<file path="src/verilog/programming_connector_lead_port_defines.svh">
// constants for the programming port link: boot-pin codes, restart bytes, clock figures
// assumes inclusion by bare name from design files that need them
`ifndef PROGRAMMING_CONNECTOR_LEAD_PORT_DEFINES_SVH
`define PROGRAMMING_CONNECTOR_LEAD_PORT_DEFINES_SVH
`define BOOT_BOTH_HIGH 2'h3
`define BOOT_BOTH_LOW 2'h0
`define BIOS_RESTART_B0 8'h80
`define BIOS_RESTART_B1 8'h24
`define BIOS_RESTART_B2 8'h80
`define BAUD_REF_HZ 921600
`define DOUBLER_MAX_KHZ 27000
`define MCLK_PERIOD_NS 4
`define SHIFT_DIV_DEFAULT 16
`define PACE_CYCLES_DEFAULT 64
`define BYTE_LAST_BIT 3'h7
`endif

</file>
<file path="src/verilog/programming_connector_lead_port_pkg.sv">
// types for the programming port link
// assumes nothing beyond the defines header
package programming_connector_lead_port_pkg;
    typedef enum logic [2:0] {
        SH_IDLE  = 3'b001,
        SH_SHIFT = 3'b010,
        SH_PACE  = 3'b100
    } shift_state_t;
    typedef enum logic [1:0] {
        RS_WAIT_B0 = 2'b01,
        RS_WAIT_B1 = 2'b10
    } restart_seen_t;
endpackage

</file>
<file path="src/verilog/shift_link_if.sv">
// carrier between the port top and its clocked serial shifter
// assumes both ends run on mclk
`timescale 1ns/1ns
interface shift_link_if;
    logic tick;
    logic [7:0] tx_data;
    logic tx_valid;
    logic tx_ready;
    logic [7:0] rx_data;
    logic rx_valid;
    logic sclk;
    logic sdo;
    logic sdi;
    logic handshake;
    logic hs_mode;
    modport top (output tick, tx_data, tx_valid, sdi, handshake, hs_mode,
                 input tx_ready, rx_data, rx_valid, sclk, sdo);
    modport shifter (input tick, tx_data, tx_valid, sdi, handshake, hs_mode,
                     output tx_ready, rx_data, rx_valid, sclk, sdo);
endinterface
</file>
<file path="src/verilog/clocked_shifter.sv">
// target-clocked byte shifter for the alternate port scheme
// assumes tick is a one-cycle enable from a divider and rst is synchronous
`timescale 1ns/1ns
`include "programming_connector_lead_port_defines.svh"
module clocked_shifter #(
    parameter int PACE_CYCLES = `PACE_CYCLES_DEFAULT
) (
    input wire logic mclk,
    input wire logic rst,
    shift_link_if.shifter lk
);
    programming_connector_lead_port_pkg::shift_state_t state_r;
    logic [2:0] bit_cnt_r;
    logic [7:0] tx_sh_r;
    logic [7:0] rx_sh_r;
    logic [15:0] pace_cnt_r;
    logic pace_done;
    logic sclk_r;
    logic sdo_r;
    logic [7:0] rx_data_r;
    logic rx_valid_r;

    // a byte is released only on handshake or after the agreed delay
    assign pace_done = lk.hs_mode ? lk.handshake
                                  : (pace_cnt_r == 16'(PACE_CYCLES - 1));
    assign lk.tx_ready = (state_r == programming_connector_lead_port_pkg::SH_IDLE);
    assign lk.sclk = sclk_r;
    assign lk.sdo = sdo_r;
    assign lk.rx_data = rx_data_r;
    assign lk.rx_valid = rx_valid_r;

    always_ff @(posedge mclk) begin
        if (rst) begin
            state_r <= programming_connector_lead_port_pkg::SH_IDLE;
        end else begin
            unique case (state_r)
                programming_connector_lead_port_pkg::SH_IDLE: begin
                    if (lk.tx_valid) begin
                        state_r <= programming_connector_lead_port_pkg::SH_SHIFT;
                    end
                end
                programming_connector_lead_port_pkg::SH_SHIFT: begin
                    if (lk.tick && sclk_r && bit_cnt_r == `BYTE_LAST_BIT) begin
                        state_r <= programming_connector_lead_port_pkg::SH_PACE;
                    end
                end
                programming_connector_lead_port_pkg::SH_PACE: begin
                    if (pace_done) begin
                        state_r <= programming_connector_lead_port_pkg::SH_IDLE;
                    end
                end
                default: state_r <= programming_connector_lead_port_pkg::SH_IDLE;
            endcase
        end
    end

    // target drives the shift clock; data changes low, is sampled on the rise
    always_ff @(posedge mclk) begin
        if (rst) begin
            sclk_r <= 1'b0;
            sdo_r <= 1'b0;
            bit_cnt_r <= 3'h0;
            tx_sh_r <= 8'h00;
            rx_sh_r <= 8'h00;
        end else if (state_r == programming_connector_lead_port_pkg::SH_IDLE && lk.tx_valid) begin
            tx_sh_r <= lk.tx_data;
            sdo_r <= lk.tx_data[7];
            bit_cnt_r <= 3'h0;
            sclk_r <= 1'b0;
        end else if (state_r == programming_connector_lead_port_pkg::SH_SHIFT && lk.tick) begin
            sclk_r <= ~sclk_r;
            if (!sclk_r) begin
                rx_sh_r <= {rx_sh_r[6:0], lk.sdi};
            end else if (bit_cnt_r != `BYTE_LAST_BIT) begin
                bit_cnt_r <= bit_cnt_r + 3'h1;
                tx_sh_r <= {tx_sh_r[6:0], 1'b0};
                sdo_r <= tx_sh_r[6];
            end
        end
    end

    always_ff @(posedge mclk) begin
        if (rst || state_r != programming_connector_lead_port_pkg::SH_PACE) begin
            pace_cnt_r <= 16'h0000;
        end else if (!pace_done) begin
            pace_cnt_r <= pace_cnt_r + 16'h0001;
        end
    end

    always_ff @(posedge mclk) begin
        if (rst) begin
            rx_data_r <= 8'h00;
            rx_valid_r <= 1'b0;
        end else begin
            rx_valid_r <= (state_r == programming_connector_lead_port_pkg::SH_PACE) && pace_done;
            if (state_r == programming_connector_lead_port_pkg::SH_PACE && pace_done) begin
                rx_data_r <= rx_sh_r;
            end
        end
    end

    AST_SCLK_ON_TICK: assert property (@(posedge mclk) disable iff (rst)
        $changed(sclk_r) |-> $past(lk.tick))
        else $error("shift clock moved without a divider tick");
    AST_SDO_HELD_HIGH: assert property (@(posedge mclk) disable iff (rst)
        sclk_r && $past(sclk_r) |-> $stable(sdo_r))
        else $error("data out changed while shift clock high");
    AST_HS_GATES_NEXT: assert property (@(posedge mclk) disable iff (rst)
        $rose(lk.tx_ready) && $past(lk.hs_mode) |-> $past(lk.handshake))
        else $error("next byte released without handshake");
    AST_PACE_DELAY: assert property (@(posedge mclk) disable iff (rst)
        $rose(lk.tx_ready) && !$past(lk.hs_mode) |-> $past(pace_cnt_r) == 16'(PACE_CYCLES - 1))
        else $error("pacing delay cut short");
endmodule

</file>
<file path="src/verilog/programming_port_link.sv">
// top of the target-side programming and diagnostic port
// assumes all pins synchronous to mclk and a synchronous active-high rst
// What this block does
// - Outside the alternate scheme the target raises its status line at a breakpoint so the host sees it on DSR.
// - Both boot-mode pins high at firmware start mean the cable is in: enter programming mode.
// - Normal start-up happens only when both boot-mode pins are held low.
// - With cold boot off, the serial-A transmit pin (port C bit 6) drives zero after reset.
// - Cable presence is probed by raising port C bit 6 and reading a looped-back boot-mode pin.
// - In the alternate scheme port C bits 6 and 7 are data out and in, clocked by the status pin.
// - In the alternate scheme the target waits for a handshake level or a set delay per byte.
// - Serial-A receive and clock inputs are pulled up so a floating cable gives no data.
// - The halved crystal with doubler is allowed only up to a 27 MHz operating clock.
// - The 115,200 baud divisor is the doubled clock frequency divided by 921,600.
`timescale 1ns/1ns
`include "programming_connector_lead_port_defines.svh"
module programming_port_link #(
    parameter int SHIFT_DIV = `SHIFT_DIV_DEFAULT,
    parameter int PACE_CYCLES = `PACE_CYCLES_DEFAULT,
    parameter int OPER_CLK_HZ = 7372800
) (
    input wire logic mclk,
    input wire logic rst,
    input wire logic boot_select_pin_low,
    input wire logic boot_select_pin_high,
    input wire logic host_dtr_reset,
    output logic target_reset_req,
    input wire logic breakpoint_hit,
    input wire logic attn_clear,
    input wire logic cold_boot_en,
    input wire logic port_c_bit6_write,
    input wire logic port_c_bit6_level,
    input wire logic cable_probe,
    output logic cable_present,
    output logic serial_a_transmit_pin,
    input wire logic serial_a_async_tx,
    input wire logic port_c_bit7_pin,
    output logic status_pin,
    output logic serial_a_receive_pin_pullup,
    output logic serial_a_clock_pin_pullup,
    output logic programming_mode,
    output logic normal_startup_ok,
    input wire logic alt_scheme_en,
    input wire logic pace_by_handshake,
    input wire logic [7:0] tx_data,
    input wire logic tx_valid,
    output logic tx_ready,
    output logic [7:0] rx_data,
    output logic rx_valid,
    input wire logic periodic_tick,
    output logic host_attn_req,
    input wire logic [7:0] rx_async_byte,
    input wire logic rx_async_valid,
    output logic bios_restart,
    output logic [7:0] baud_divisor,
    output logic doubler_allowed
);
    // the operating clock already is the doubled frequency
    localparam int BAUD_DIV = OPER_CLK_HZ / `BAUD_REF_HZ;
    localparam bit DOUBLER_OK = (OPER_CLK_HZ / 1000) <= `DOUBLER_MAX_KHZ;

    shift_link_if lk ();

    logic [1:0] boot_pins_r;
    logic boot_cap_r;
    logic programming_connector_lead_mode_r;
    logic normal_ok_r;
    logic attn_r;
    logic pc6_r;
    logic probe_r;
    logic cable_r;
    logic host_attn_r;
    logic reset_req_r;
    logic bios_restart_r;
    logic [1:0] seen_r;
    logic [7:0] baud_div_r;
    logic doubler_r;
    logic [15:0] div_cnt_r;
    logic tick_r;

    // boot-mode straps are caught on the first clock after reset release
    always_ff @(posedge mclk) begin
        if (rst) begin
            boot_cap_r <= 1'b0;
            boot_pins_r <= 2'h0;
            programming_connector_lead_mode_r <= 1'b0;
            normal_ok_r <= 1'b0;
        end else if (!boot_cap_r) begin
            boot_cap_r <= 1'b1;
            boot_pins_r <= {boot_select_pin_high, boot_select_pin_low};
            programming_connector_lead_mode_r <= {boot_select_pin_high, boot_select_pin_low} == `BOOT_BOTH_HIGH;
            normal_ok_r <= {boot_select_pin_high, boot_select_pin_low} == `BOOT_BOTH_LOW;
        end
    end

    // host reset arrives as a plain level on the DTR lead
    always_ff @(posedge mclk) begin
        if (rst) begin
            reset_req_r <= 1'b0;
        end else begin
            reset_req_r <= host_dtr_reset;
        end
    end

    // breakpoint attention is sticky; a new hit wins over a clear
    always_ff @(posedge mclk) begin
        if (rst) begin
            attn_r <= 1'b0;
        end else if (breakpoint_hit) begin
            attn_r <= 1'b1;
        end else if (attn_clear) begin
            attn_r <= 1'b0;
        end
    end

    // port C bit 6 latch and loop-back cable probe
    always_ff @(posedge mclk) begin
        if (rst) begin
            pc6_r <= 1'b0;
            probe_r <= 1'b0;
            cable_r <= 1'b0;
        end else begin
            probe_r <= cable_probe && !cold_boot_en && !alt_scheme_en;
            if (cable_probe && !cold_boot_en && !alt_scheme_en) begin
                pc6_r <= 1'b1;
            end else if (port_c_bit6_write) begin
                pc6_r <= port_c_bit6_level;
            end
            if (probe_r) begin
                cable_r <= boot_select_pin_high;
            end
        end
    end

    // divider for the target-driven shift clock
    always_ff @(posedge mclk) begin
        if (rst || !alt_scheme_en) begin
            div_cnt_r <= 16'h0000;
            tick_r <= 1'b0;
        end else if (div_cnt_r == 16'(SHIFT_DIV - 1)) begin
            div_cnt_r <= 16'h0000;
            tick_r <= 1'b1;
        end else begin
            div_cnt_r <= div_cnt_r + 16'h0001;
            tick_r <= 1'b0;
        end
    end

    // host attention in the alternate scheme, looked at only on the periodic tick
    always_ff @(posedge mclk) begin
        if (rst) begin
            host_attn_r <= 1'b0;
        end else if (periodic_tick) begin
            host_attn_r <= alt_scheme_en && boot_select_pin_high;
        end
    end

    // boot-firmware restart string watcher on the async receive stream
    always_ff @(posedge mclk) begin
        if (rst) begin
            seen_r <= 2'h0;
            bios_restart_r <= 1'b0;
        end else begin
            bios_restart_r <= 1'b0;
            if (rx_async_valid) begin
                if (seen_r == programming_connector_lead_port_pkg::RS_WAIT_B1 && rx_async_byte == `BIOS_RESTART_B2) begin
                    bios_restart_r <= 1'b1;
                    seen_r <= 2'h0;
                end else if (seen_r == programming_connector_lead_port_pkg::RS_WAIT_B0
                             && rx_async_byte == `BIOS_RESTART_B1) begin
                    seen_r <= programming_connector_lead_port_pkg::RS_WAIT_B1;
                end else if (rx_async_byte == `BIOS_RESTART_B0) begin
                    seen_r <= programming_connector_lead_port_pkg::RS_WAIT_B0;
                end else begin
                    seen_r <= 2'h0;
                end
            end
        end
    end

    // clock-plan figures held for the boot firmware to read
    always_ff @(posedge mclk) begin
        if (rst) begin
            baud_div_r <= 8'h00;
            doubler_r <= 1'b0;
        end else begin
            baud_div_r <= 8'(BAUD_DIV);
            doubler_r <= DOUBLER_OK;
        end
    end

    assign lk.tick = tick_r;
    assign lk.tx_data = tx_data;
    assign lk.tx_valid = tx_valid && alt_scheme_en;
    assign lk.sdi = port_c_bit7_pin;
    assign lk.handshake = boot_select_pin_low;
    assign lk.hs_mode = pace_by_handshake;

    clocked_shifter #(
        .PACE_CYCLES(PACE_CYCLES)
    ) u_shifter (
        .mclk(mclk),
        .rst(rst),
        .lk(lk)
    );

    assign tx_ready = lk.tx_ready && alt_scheme_en;
    assign rx_data = lk.rx_data;
    assign rx_valid = lk.rx_valid;
    assign status_pin = alt_scheme_en ? lk.sclk : attn_r;
    assign serial_a_transmit_pin = cold_boot_en ? serial_a_async_tx
                                 : (alt_scheme_en ? lk.sdo : pc6_r);
    assign serial_a_receive_pin_pullup = 1'b1;
    assign serial_a_clock_pin_pullup = 1'b1;
    assign target_reset_req = reset_req_r;
    assign cable_present = cable_r;
    assign programming_mode = programming_connector_lead_mode_r;
    assign normal_startup_ok = normal_ok_r;
    assign host_attn_req = host_attn_r;
    assign bios_restart = bios_restart_r;
    assign baud_divisor = baud_div_r;
    assign doubler_allowed = doubler_r;

    AST_STATUS_ON_BRK: assert property (@(posedge mclk) disable iff (rst)
        breakpoint_hit && !alt_scheme_en ##1 !alt_scheme_en |-> status_pin)
        else $error("status not raised after breakpoint");
    AST_PROGRAMMING_CONNECTOR_LEAD_ON_HIGH: assert property (@(posedge mclk) disable iff (rst)
        !boot_cap_r && boot_select_pin_high && boot_select_pin_low |=> programming_mode[*3])
        else $error("programming mode missed with both boot pins high");
    AST_NORMAL_ONLY_LOW: assert property (@(posedge mclk) disable iff (rst)
        normal_startup_ok |-> boot_pins_r == `BOOT_BOTH_LOW && !programming_mode)
        else $error("normal start-up without both boot pins low");
    AST_TX_ZERO_AFTER_RST: assert property (@(posedge mclk) disable iff (rst)
        $past(rst) && !cold_boot_en |-> !serial_a_transmit_pin)
        else $error("transmit pin not zero after reset");
    AST_CABLE_PROBE: assert property (@(posedge mclk) disable iff (rst)
        cable_probe && !cold_boot_en && !alt_scheme_en
        |=> (serial_a_transmit_pin || cold_boot_en || alt_scheme_en)
        ##1 cable_present == $past(boot_select_pin_high))
        else $error("cable probe did not raise bit 6 and read boot pin");
    AST_ATTN_ON_TICK: assert property (@(posedge mclk) disable iff (rst)
        $rose(host_attn_req) |-> $past(periodic_tick) && $past(boot_select_pin_high))
        else $error("host attention not taken on periodic tick");
    AST_BIOS_STRING: assert property (@(posedge mclk) disable iff (rst)
        bios_restart |-> $past(rx_async_valid) && $past(rx_async_byte) == `BIOS_RESTART_B2)
        else $error("boot restart without closing byte");
    AST_BAUD_DIV: assert property (@(posedge mclk) disable iff (rst)
        !$past(rst) |-> baud_divisor == 8'(OPER_CLK_HZ / `BAUD_REF_HZ))
        else $error("baud divisor wrong");
endmodule

</file>
<file path="config.mk">
export PLATFORM = sky130hd
export DESIGN_NAME = programming_port_link
export DESIGN_NICKNAME = d
export VERILOG_FILES = /design/src/verilog/programming_connector_lead_port_pkg.sv /design/src/verilog/shift_link_if.sv /design/src/verilog/clocked_shifter.sv /design/src/verilog/programming_port_link.sv
export VERILOG_INCLUDE_DIRS = /design/src /design/src/verilog
export SDC_FILE = /design/constraint.sdc
export NUM_CORES = 1
export LEC_CHECK = 0
export BUFFER_PORTS_ARGS = -buffer_cell sky130_fd_sc_hd__buf_2
export CAP_MARGIN = 20
export CORE_ASPECT_RATIO = 1.4
export CORE_MARGIN = 5
export CORE_UTILIZATION = 51
export DETAILED_ROUTE_END_ITERATION = 12
export PLACE_DENSITY = 0.78
export RECOVER_POWER = 50
export SYNTH_ARGS = -nofsm -noshare
export SYNTH_HDL_FRONTEND = slang
export SYNTH_SLANG_ARGS = --single-unit
</file>
<file path="constraint.sdc">
create_clock -name mclk -period 5.55 [get_ports mclk]
set_clock_uncertainty 0.1 [all_clocks]
set_input_delay 0.2775 -clock mclk [delete_from_list [all_inputs] [get_ports mclk]]
set_output_delay 0.2775 -clock mclk [all_outputs]
set_load 0.1 [all_outputs]
</file>
==> results of run 1 <==
[logic make-up after synthesis]
logic type | synth area share
simple gates | 0.280
compound gates | 0.138
flops | 0.440
buf+inv | 0.0553
xor+xnor | 0.0474
mux | 0.0232
fa+ha+maj | 0.0143
other cells | 0.00214
[cells in the final DEF, fill, tap and decap left out, types with 11 or more instances in the layout]
| master | synthesis | final |
|---|---|---|
| dfxtp_1 | 77 | 77 |
| nor2_1 | 41 | 41 |
| nand2_1 | 34 | 34 |
| buf_2 | 1 | 34 |
| a21oi_1 | 32 | 32 |
| clkbuf_1 | 21 | 23 |
| nand4_1 | 21 | 21 |
| nand3_1 | 20 | 20 |
| o21ai_0 | 18 | 18 |
| xnor2_1 | 14 | 14 |
| nor4_1 | 12 | 12 |
| nor3_1 | 11 | 11 |
[state kept, by name (all words and copies together), names as in the netlist]
name	flops
lk.tick	1
u_shifter.pace_cnt_r	16
pc6_r	1
u_shifter.lk.sclk	1
u_shifter.lk.rx_valid	1
u_shifter.rx_sh_r	8
normal_startup_ok	1
baud_divisor	1
attn_r	1
div_cnt_r	16
u_shifter.tx_sh_r	7
probe_r	1
host_attn_req	1
cable_present	1
seen_r	2
u_shifter.bit_cnt_r	3
bios_restart	1
programming_mode	1
target_reset_req	1
u_shifter.lk.sdo	1
u_shifter.state_r	3
u_shifter.lk.rx_data	8
[per-layer routing]
layer  vias up  GRT usage  wire length (um)
li1       1562          -                 -
met1      1469      0.215              3240
met2        75      0.328              3850
met3        12     0.0400               365
met4         0     0.0749               147
met5         -          0                 0
[cells in the mapped netlist, types with 2 or more instances]
cell type  number  area (um2)
o21ai_0        18        90.1
xor2_1          5        43.8
o311ai_0        7        61.3
buf_4          10        75.1
o31ai_1         2        15.0
mux2i_1         7        70.1
nand3_1        20         100
ha_1            4        50.1
inv_1           4        15.0
clkbuf_1       21        78.8
a41oi_1         7        61.3
nand2_1        34         128
a22oi_1         6        45.0
conb_1          2        7.51
and4_1          3        26.3
nand2b_1       10        62.6
nand4_1        21         131
dfxtp_1        77        1540
nor3b_1         3        22.5
and3_1          2        12.5
nor2b_1         2        12.5
xnor2_1        14         123
nor4_1         12        75.1
nor4b_1         3        26.3
or4_1           5        37.5
or3_1           9        56.3
nor3_1         11        55.1
a21oi_1        32         160
nor2_1         41         154
[power breakdown]
group | total [uW] | switching [uW] | internal [uW]
logic | 103 | 81.7 | 20.9
registers | 565 | 5.14 | 560
clock network | 464 | 209 | 255
total | 1130 | 296 | 836
[worst min-delay path by stage]
stage                     slack, ns                     endpoint                   start
after global routing           0.03  target_reset_req$_SDFF_PP0_          host_dtr_reset
after detailed placement       0.36      bios_restart$_SDFF_PP0_  seen_r[0]$_SDFFE_PP0P_
after floorplan                0.27           probe_r$_SDFF_PP0_            cold_boot_en
after CTS                      0.02  target_reset_req$_SDFF_PP0_          host_dtr_reset
after global placement         0.35      bios_restart$_SDFF_PP0_  seen_r[0]$_SDFFE_PP0P_
final                          0.03  target_reset_req$_SDFF_PP0_          host_dtr_reset
[critical path: cells and delay by family]
kind            cells  cell delay (ns)
compound gates      1             0.07
simple gates        2             0.84
buf+inv             3             2.21
[per-stage QoR]
step / instances / hold slack [ns]
2_1_floorplan: 419 / 0.266
3_3_place_gp: 532 / 0.349
3_5_place_dp: 532 / 0.357
4_1_cts: 548 / 0.0192
5_1_grt: 548 / 0.0322
6_report: 548 / 0.0254
[area by class of cell]
class / count / area (um2) / area share
repair buffers: 56 / 256 / 0.0651
well taps: 92 / 115 / 0.0292
flip-flops and latches: 77 / 1540 / 0.391
multi-input cells: 303 / 1800 / 0.456
inverters: 4 / 15.0 / 0.00381
clock buffers: 11 / 131 / 0.0333
clock inverters: 5 / 85.1 / 0.0216
==> impl_metrics.toml, run 1 <==
[layout]
fin_area_mm2 = 0.00394
post_route_cells_drive_above_1_share = 0.121
num_antenna_cells = 0
finalNetCount = 489
final_core_util = 0.592
fill_cells = 628
syn2layout_area_growth_pct = 12.4

[sta]
unrepaired_setup_endpoints_after_global_routing = "false"
finalCriticalPeriod_ns = 3.29
setup_total_negative_slack_ns = 0
final_min_period_over_clock_period = 0.593
max_slew_headroom = -0.217
setup_viol = 0
final_hold_viol_count = 0
layout_setup_ws_ns = 2.26
timing_max_transition_violations_final = 43
slew_at_the_pin_with_the_worst_max_slew_slack_ns = 1.83
max_clock_freq_mhz = 304

[die]
fp_rows = 35
fp.dieArea_mm2 = 0.00866
core_area_mm2 = 0.00666
die-width_um = 80.1
fp.dieH_um = 108
initial_core_util = 0.527
ios = 63

[logic_synthesis]
synth-edff-count = 0
seq_area_frac_synth = 0.440
area_of_the_mapped_netlist_mm2 = 0.00351
yosys_warnings = 0
synthFlopType = "dfxtp_1"
average_size_of_a_mapped_cell_um2 = 8.51
yosysUniqueCellTypes = 49
ys_async_sr_fraction = 0
synth_cells = 412
count_of_state_elements_after_synthesis = 77

[clock_tree]
clock-root-buffer = "clkbuf_8"
cts_setup_buffers = 0
htreeDepth = 3
cts_tree = "yes"
cts_max_path_buffers = 2
numClockSinks = 77
cts_buffers = 9
clkSlewWorstSetupHoldPaths_ns = 0.08
clk-insertion-delay-late_ns = 0.35
hold_fix_buffer_count_after_cts = 0
post_cts_resized = 0

[power_and_ir_drop]
post-layout-total-power_uw = 1130
peakVddDrop_uv = 202
power_leakage_uw = 0.00132
power_density_mw_per_mm2 = 287

[critical_path]
endpoint_required_time_on_the_critical_path_ns = 5.70
startpoint = "rst"
reg_to_reg_setup_timing_slack_ns = 3.20
critPathArrivalTime_ns = 3.43
timing.critical_path.to_type = "register"
crit_end = "u_shifter.pace_cnt_r[3]$_SDFFE_PP0N_"
slowest_stage = "clkbuf_1"
crit-reg2reg-capture = "u_shifter.pace_cnt_r[1]$_SDFFE_PP0N_"
worst-setup-path-type = "in -> reg"
cpPeakStageDelay_ns = 1.30
critical_path.max_fanout = 42
startpoint_of_the_lowest_slack_register_to_register_path = "u_shifter.pace_cnt_r[0]$_SDFFE_PP0N_"
critical_path.startpoint_type = "primary input"
number_of_cells_traversed_by_the_worst_register_to_register_path = 5
critical_path_cell_sequence = "buf_2, clkbuf_1, inv_1, nand2_1, or4_1, o21ai_0"

[route]
drt_wl_total_mm = 7.60
drt_first_iter_violations = 227
drc = 0
vias_per_cell = 5.69
ant_nets = 0
avgRoutedWirePerCell_um = 13.9
dr_total_vias = 3118
detailedRoute.firstPassIterationCount = 4

[place]
dpl_cell_area_mm2 = 0.00376
dp.final_hpwl_mm = 5.25
numPortBuffers = 53
post-place-ws_ns = 3.03
gp_routability_congestion = 0.883

[global_routing]
grt_antenna_before_repair = 0
first_global_vias = 2961
pin_count_of_the_biggest_net_entering_global_routing = 43
gr-total-overflow = 0
grt_pass1_wl_mm = 13.0
globalRouteTotalUtil = 0.186

[worst_hold_path]
hold_path_depth = 2
hp-class = "in -> reg"

[run_status]
status = "finished with violations"
violations = "capacitance limit, slew limit"

[flow_run]
max_cap_viol_count = 1
(Power assumes the default switching activity.)
==> inputs of run 2 (changes only) <==
Clock period 5.55 ns to 3.2 ns, I/O delays scaled along.
==> run 2 against run 1 <==
  * The run now ends clean
  * Design area rose by 4.6%
  * Worst setup slack got worse by 1.4 ns
  * First-iteration DRC count rose by 13%
  * Non-clock buffer count rose by 19
  * Via count rose by 5.3%
  * Clock-buffer cell count fell by 2
  * Global-route usage rose by 0.67 points
  * Routed wire length rose by 5.9%
  * Register-to-register slack got worse by 2.4 ns
  * Worst hold slack got worse by 0.016 ns
  * Combinational power rose by 90%
  * Final cell count rose by 3.5%
  * Critical path type is now reg -> reg
  * Critical endpoint is now u_shifter.lk.rx_data[6]$_SDFFE_PP0P_
==> impl_metrics.toml, run 2 (synthesis results as in run 1) <==
[clock_tree]
cts_tree = "yes"
clkSlewWorstSetupHoldPaths_ns = 0.08
cts_max_path_buffers = 2
clk-insertion-delay-late_ns = 0.35
cts_setup_buffers = 0
post_cts_resized = 0
htreeDepth = 3
clock-root-buffer = "clkbuf_8"
cts_buffers = 9
hold_fix_buffer_count_after_cts = 18
numClockSinks = 77

[route]
dr_total_vias = 3283
drt_wl_total_mm = 8.05
drt_first_iter_violations = 257
vias_per_cell = 5.79
ant_nets = 0
avgRoutedWirePerCell_um = 14.2
detailedRoute.firstPassIterationCount = 4
drc = 0

[critical_path]
startpoint_of_the_lowest_slack_register_to_register_path = "u_shifter.pace_cnt_r[1]$_SDFFE_PP0N_"
critPathArrivalTime_ns = 2.48
endpoint_required_time_on_the_critical_path_ns = 3.32
slowest_stage = "and4_1"
timing.critical_path.to_type = "register"
critical_path.max_fanout = 30
startpoint = "u_shifter.pace_cnt_r[1]$_SDFFE_PP0N_"
cpPeakStageDelay_ns = 0.82
worst-setup-path-type = "reg -> reg"
critical_path.startpoint_type = "register"
critical_path_cell_sequence = "ha_1, nor4b_1, and4_1, nand4_1, o311ai_0"

[sta]
max_slew_headroom = 0.203
layout_setup_ws_ns = 0.846
timing_max_transition_violations_final = 0
final_min_period_over_clock_period = 0.736
setup_total_negative_slack_ns = 0
final_hold_viol_count = 0
unrepaired_setup_endpoints_after_global_routing = "false"
setup_viol = 0
slew_at_the_pin_with_the_worst_max_slew_slack_ns = 1.20
finalCriticalPeriod_ns = 2.35
max_clock_freq_mhz = 425

[power_and_ir_drop]
power_switching_uw = 519
peakVddDrop_uv = 293
p_clk_frac = 0.405
power.share.sequential = 0.496
post-layout-total-power_uw = 1970
p_comb_frac = 0.099
power_density_mw_per_mm2 = 479
power_leakage_uw = 0.00140
internal-power_uw = 1450
sw_frac = 0.263

[layout]
finalNetCount = 508
mostFrequentLayoutCell = "dfxtp_1"
layout_common_cells = "dfxtp_1, nor2_1, nand2_1"
layout_top_registers = "div_cnt_r: 16 flops, u_shifter.pace_cnt_r: 16 flops"
syn2layout_area_growth_pct = 17.6
num_antenna_cells = 0
post_route_cells_drive_above_1_share = 0.114
layoutNonFillerInstCount = 567

[place]
gp_routability_congestion = 0.896
dp.final_hpwl_mm = 5.42
post-place-ws_ns = 0.906
numPortBuffers = 53
numPlacedInstances = 533

[die]
die-width_um = 80.1
fp.dieH_um = 108
fp.dieArea_mm2 = 0.00866
initial_core_util = 0.527
fp_rows = 35
ios = 63
core_area_mm2 = 0.00666

[global_routing]
grt_pass1_wl_mm = 13.4
grt_antenna_before_repair = 0
gr-total-overflow = 0
globalRouteTotalUtil = 0.192
first_global_vias = 3008
pin_count_of_the_biggest_net_entering_global_routing = 42

[worst_hold_path]
hold_path.startpoint = "port_c_bit6_write"
hp-class = "in -> reg"

[run_status]
status = "completed"

[flow_run]
max_cap_viol_count = 0
## run 2: changes by cell type in the layout (fill, tap and decap cells not counted)
cell,change
and4bb_1,+1
and4bb_2,-1
buf_2,-3
buf_4,+2
clkinv_2,+3
clkinv_4,-2
clkinvlp_4,+1
dlygate4sd3_1,+18
nor3b_1,+1
nor3b_2,-1
## run 2: per-stage QoR
| step | cell area, um2 | hold WS, ns | util |
|---|---|---|---|
| 2_1_floorplan | 3530 | 0.149 | - |
| 3_3_place_gp | 3760 | 0.266 | 0.566 |
| 3_5_place_dp | 3760 | 0.272 | 0.566 |
| 4_1_cts | 4160 | 0.00226 | 0.625 |
| 5_1_grt | 4120 | 0.0149 | 0.619 |
| 6_report | 4120 | 0.00894 | 0.619 |
## run 2: power groups by stage
| stage | clock, uW | combinational (uW) | sequential, uW |
|---|---|---|---|
| 2_1_floorplan | 0 | 130 | 1020 |
| 3_3_place_gp | 0 | 179 | 1000 |
| 3_5_place_dp | 0 | 181 | 1000 |
| 4_1_cts | 812 | 197 | 979 |
| 5_1_grt | 855 | 207 | 981 |
| 6_report | 798 | 196 | 980 |
## run 2: path summary, 6_finish.rpt
path                            cells after the start  slack (ns)                              endpoint
worst min register to register                      1        0.37               bios_restart$_SDFF_PP0_
worst min-delay path                                3       0.009                    pc6_r$_SDFFE_PP0P_
worst max-delay path                                5        0.85  u_shifter.lk.rx_data[6]$_SDFFE_PP0P_
worst max register to register                      5        0.85  u_shifter.lk.rx_data[6]$_SDFFE_PP0P_
## run 2: critical path, delay by kind of cell (launching register included)
family                     cells  cell delay [ns]
DFF                            1             0.42
adders and majority gates      1             0.28
and+or+nand+nor                3             1.26
AOI/OAI and AO/OA              1             0.17
## run 2: layout make-up
| cell class | count | area [um2] |
|---|---|---|
| Tap cell | 92 | 115 |
| Inverter | 4 | 15.0 |
| Timing Repair Buffer | 75 | 444 |
| Sequential cell | 77 | 1540 |
| Multi-Input combinational cell | 303 | 1790 |
| Clock inverter | 7 | 90.1 |
| Fill cell | 612 | 2530 |
| Clock buffer | 9 | 124 |
## run 2: per-layer routing
metal  wire length (um)  part of all wire  vias to the layer above  track usage
met5                  0                 0                        -            0
met1               3370              0.42                     1581        0.218
met3                376             0.047                       18       0.0475
met2               4090              0.51                       87        0.337
li1                   -                 -                     1597            -
met4                216             0.027                        0       0.0857
==> inputs of run 3 (changes only) <==
Clock period 3.2 ns to 2.3 ns, I/O delays scaled along.
==> run 3 against run 2 <==
  * Sequential power is 39% higher
  * Clock-buffer cell count unchanged
  * Design area up 2.5%
  * Flip-flop and latch count is the same
  * Register-to-register slack lost 0.60 ns
  * Clock power increased by 39%
  * Via count is 2.3% lower
  * Worst setup slack lost 0.60 ns
  * Critical path type unchanged
==> impl_metrics.toml, run 3 (synthesis results as in run 1) <==
[layout]
multiInputGateArea_mm2 = 0.00180
regArea_mm2 = 0.00154
layoutNonFillerInstCount = 578
fill_cells = 576
layout_common_cells = "dfxtp_1, nor2_1, nand2_1"
mostFrequentLayoutCell = "dfxtp_1"
finalNetCount = 519
num_antenna_cells = 0
syn2layout_area_growth_pct = 20.5
post_route_cells_drive_above_1_share = 0.121
layout_top_registers = "div_cnt_r: 16 flops, u_shifter.pace_cnt_r: 16 flops"

[clock_tree]
clock-root-buffer = "clkbuf_8"
cts_tree = "yes"
htreeDepth = 3
cts_setup_buffers = 0
cts_max_path_buffers = 2
numClockSinks = 77
clkSlewWorstSetupHoldPaths_ns = 0.09
clk-insertion-delay-late_ns = 0.35
cts_buffers = 9

[sta]
slew_at_the_pin_with_the_worst_max_slew_slack_ns = 1.20
final_min_period_over_clock_period = 0.891
whs_ns = 0.0176
timing_max_transition_violations_final = 0
max_clock_freq_mhz = 488
unrepaired_setup_endpoints_after_global_routing = "false"
max_slew_headroom = 0.201
finalCriticalPeriod_ns = 2.05
layout_setup_ws_ns = 0.250
final_hold_viol_count = 0
setup_viol = 0
setup_total_negative_slack_ns = 0

[die]
ios = 63
fp.dieH_um = 108
fp.dieArea_mm2 = 0.00866
core_area_mm2 = 0.00666
die-width_um = 80.1
fp_rows = 35
initial_core_util = 0.527

[route]
vias_per_cell = 5.55
detailedRoute.firstPassIterationCount = 4
drc = 0
avgRoutedWirePerCell_um = 14.2
drt_first_iter_violations = 297
drt_wl_total_mm = 8.23
ant_nets = 0
dr_total_vias = 3207

[power_and_ir_drop]
internal-power_uw = 2030
power_leakage_uw = 0.00144
power_density_mw_per_mm2 = 653
p_comb_frac = 0.103
p_clk_frac = 0.403
power_switching_uw = 726
power.share.sequential = 0.494
sw_frac = 0.263
peakVddDrop_uv = 403

[global_routing]
pin_count_of_the_biggest_net_entering_global_routing = 42
first_global_vias = 3129
grt_pass1_wl_mm = 13.9
globalRouteTotalUtil = 0.199
gr-total-overflow = 0
grt_antenna_before_repair = 0

[flow_run]
max_cap_viol_count = 0

[place]
dp.final_hpwl_mm = 5.39
numPlacedInstances = 536
post-place-ws_ns = 0.195
gp_routability_congestion = 0.865
numPortBuffers = 53

[critical_path]
timing.critical_path.to_type = "register"
critical_path.max_fanout = 15
worst-setup-path-type = "reg -> reg"
critical_path.startpoint_type = "register"
critPathArrivalTime_ns = 2.17
endpoint_required_time_on_the_critical_path_ns = 2.42

[run_status]
status = "completed"

[worst_hold_path]
hp-class = "in -> reg"
[run 3: cell count changes in the layout (fill, tap and decap cells not counted), sizes merged]
cell / delta
dlygate4sd3: +8
clkbuf: +2
buf: +1
[run 3: path summary, 6_finish.rpt]
kind,from,endpoint,slack [ns],depth (start not counted)
max,u_shifter.pace_cnt_r[0]$_SDFFE_PP0N_,u_shifter.lk.rx_data[7]$_SDFFE_PP0P_,0.25,6
min,alt_scheme_en,lk.tick$_SDFF_PP0_,0.02,2
max reg2reg,u_shifter.pace_cnt_r[0]$_SDFFE_PP0N_,u_shifter.lk.rx_data[7]$_SDFFE_PP0P_,0.25,6
min reg2reg,seen_r[0]$_SDFFE_PP0P_,bios_restart$_SDFF_PP0_,0.37,1
[run 3: repair_timing]
action	CTS	global route
hold buffers	26	0
endpoints found under the setup margin	0	1
endpoints found under the hold margin	19	0
gates resized for setup	0	1
[run 3: metrics by stage]
| stage | util | instance area, um2 | total power, uW |
|---|---|---|---|
| floorplan | - | 3530 | 1600 |
| global placement | 0.569 | 3790 | 1640 |
| detailed placement | 0.569 | 3790 | 1650 |
| CTS | 0.640 | 4260 | 2780 |
| global route | 0.635 | 4230 | 2850 |
| finish | 0.635 | 4230 | 2760 |
[run 3: final cells by class]
type,count,share of cell area
Sequential cell,77,0.365
Inverter,4,0.00355
Multi-Input combinational cell,303,0.426
Clock inverter,7,0.0213
Timing Repair Buffer,86,0.128
Tap cell,92,0.0272
Clock buffer,9,0.0293
[run 3: worst max-delay path, stage by stage, from the launching register on]
cell and delay, ns:
dfxtp_1 0.41, ha_1 0.27, nor4b_1 0.26, and4_2 0.43, buf_4 0.24, or3_1 0.12, o2111ai_1 0.10
[run 3: power groups by stage]
stage	Clock, uW	Sequential [uW]	Combinational (uW)
6_report	1110	1360	284
5_1_grt	1180	1370	302
4_1_cts	1130	1360	284
3_5_place_dp	0	1390	252
3_3_place_gp	0	1390	249
2_1_floorplan	0	1420	181
[run 3: layer usage]
metal,vias up,share of wire,GRT usage
met4,0,0.022,0.101
met1,1500,0.43,0.233
met2,66,0.51,0.347
met5,-,0,0
met3,19,0.033,0.0333
li1,1622,-,-
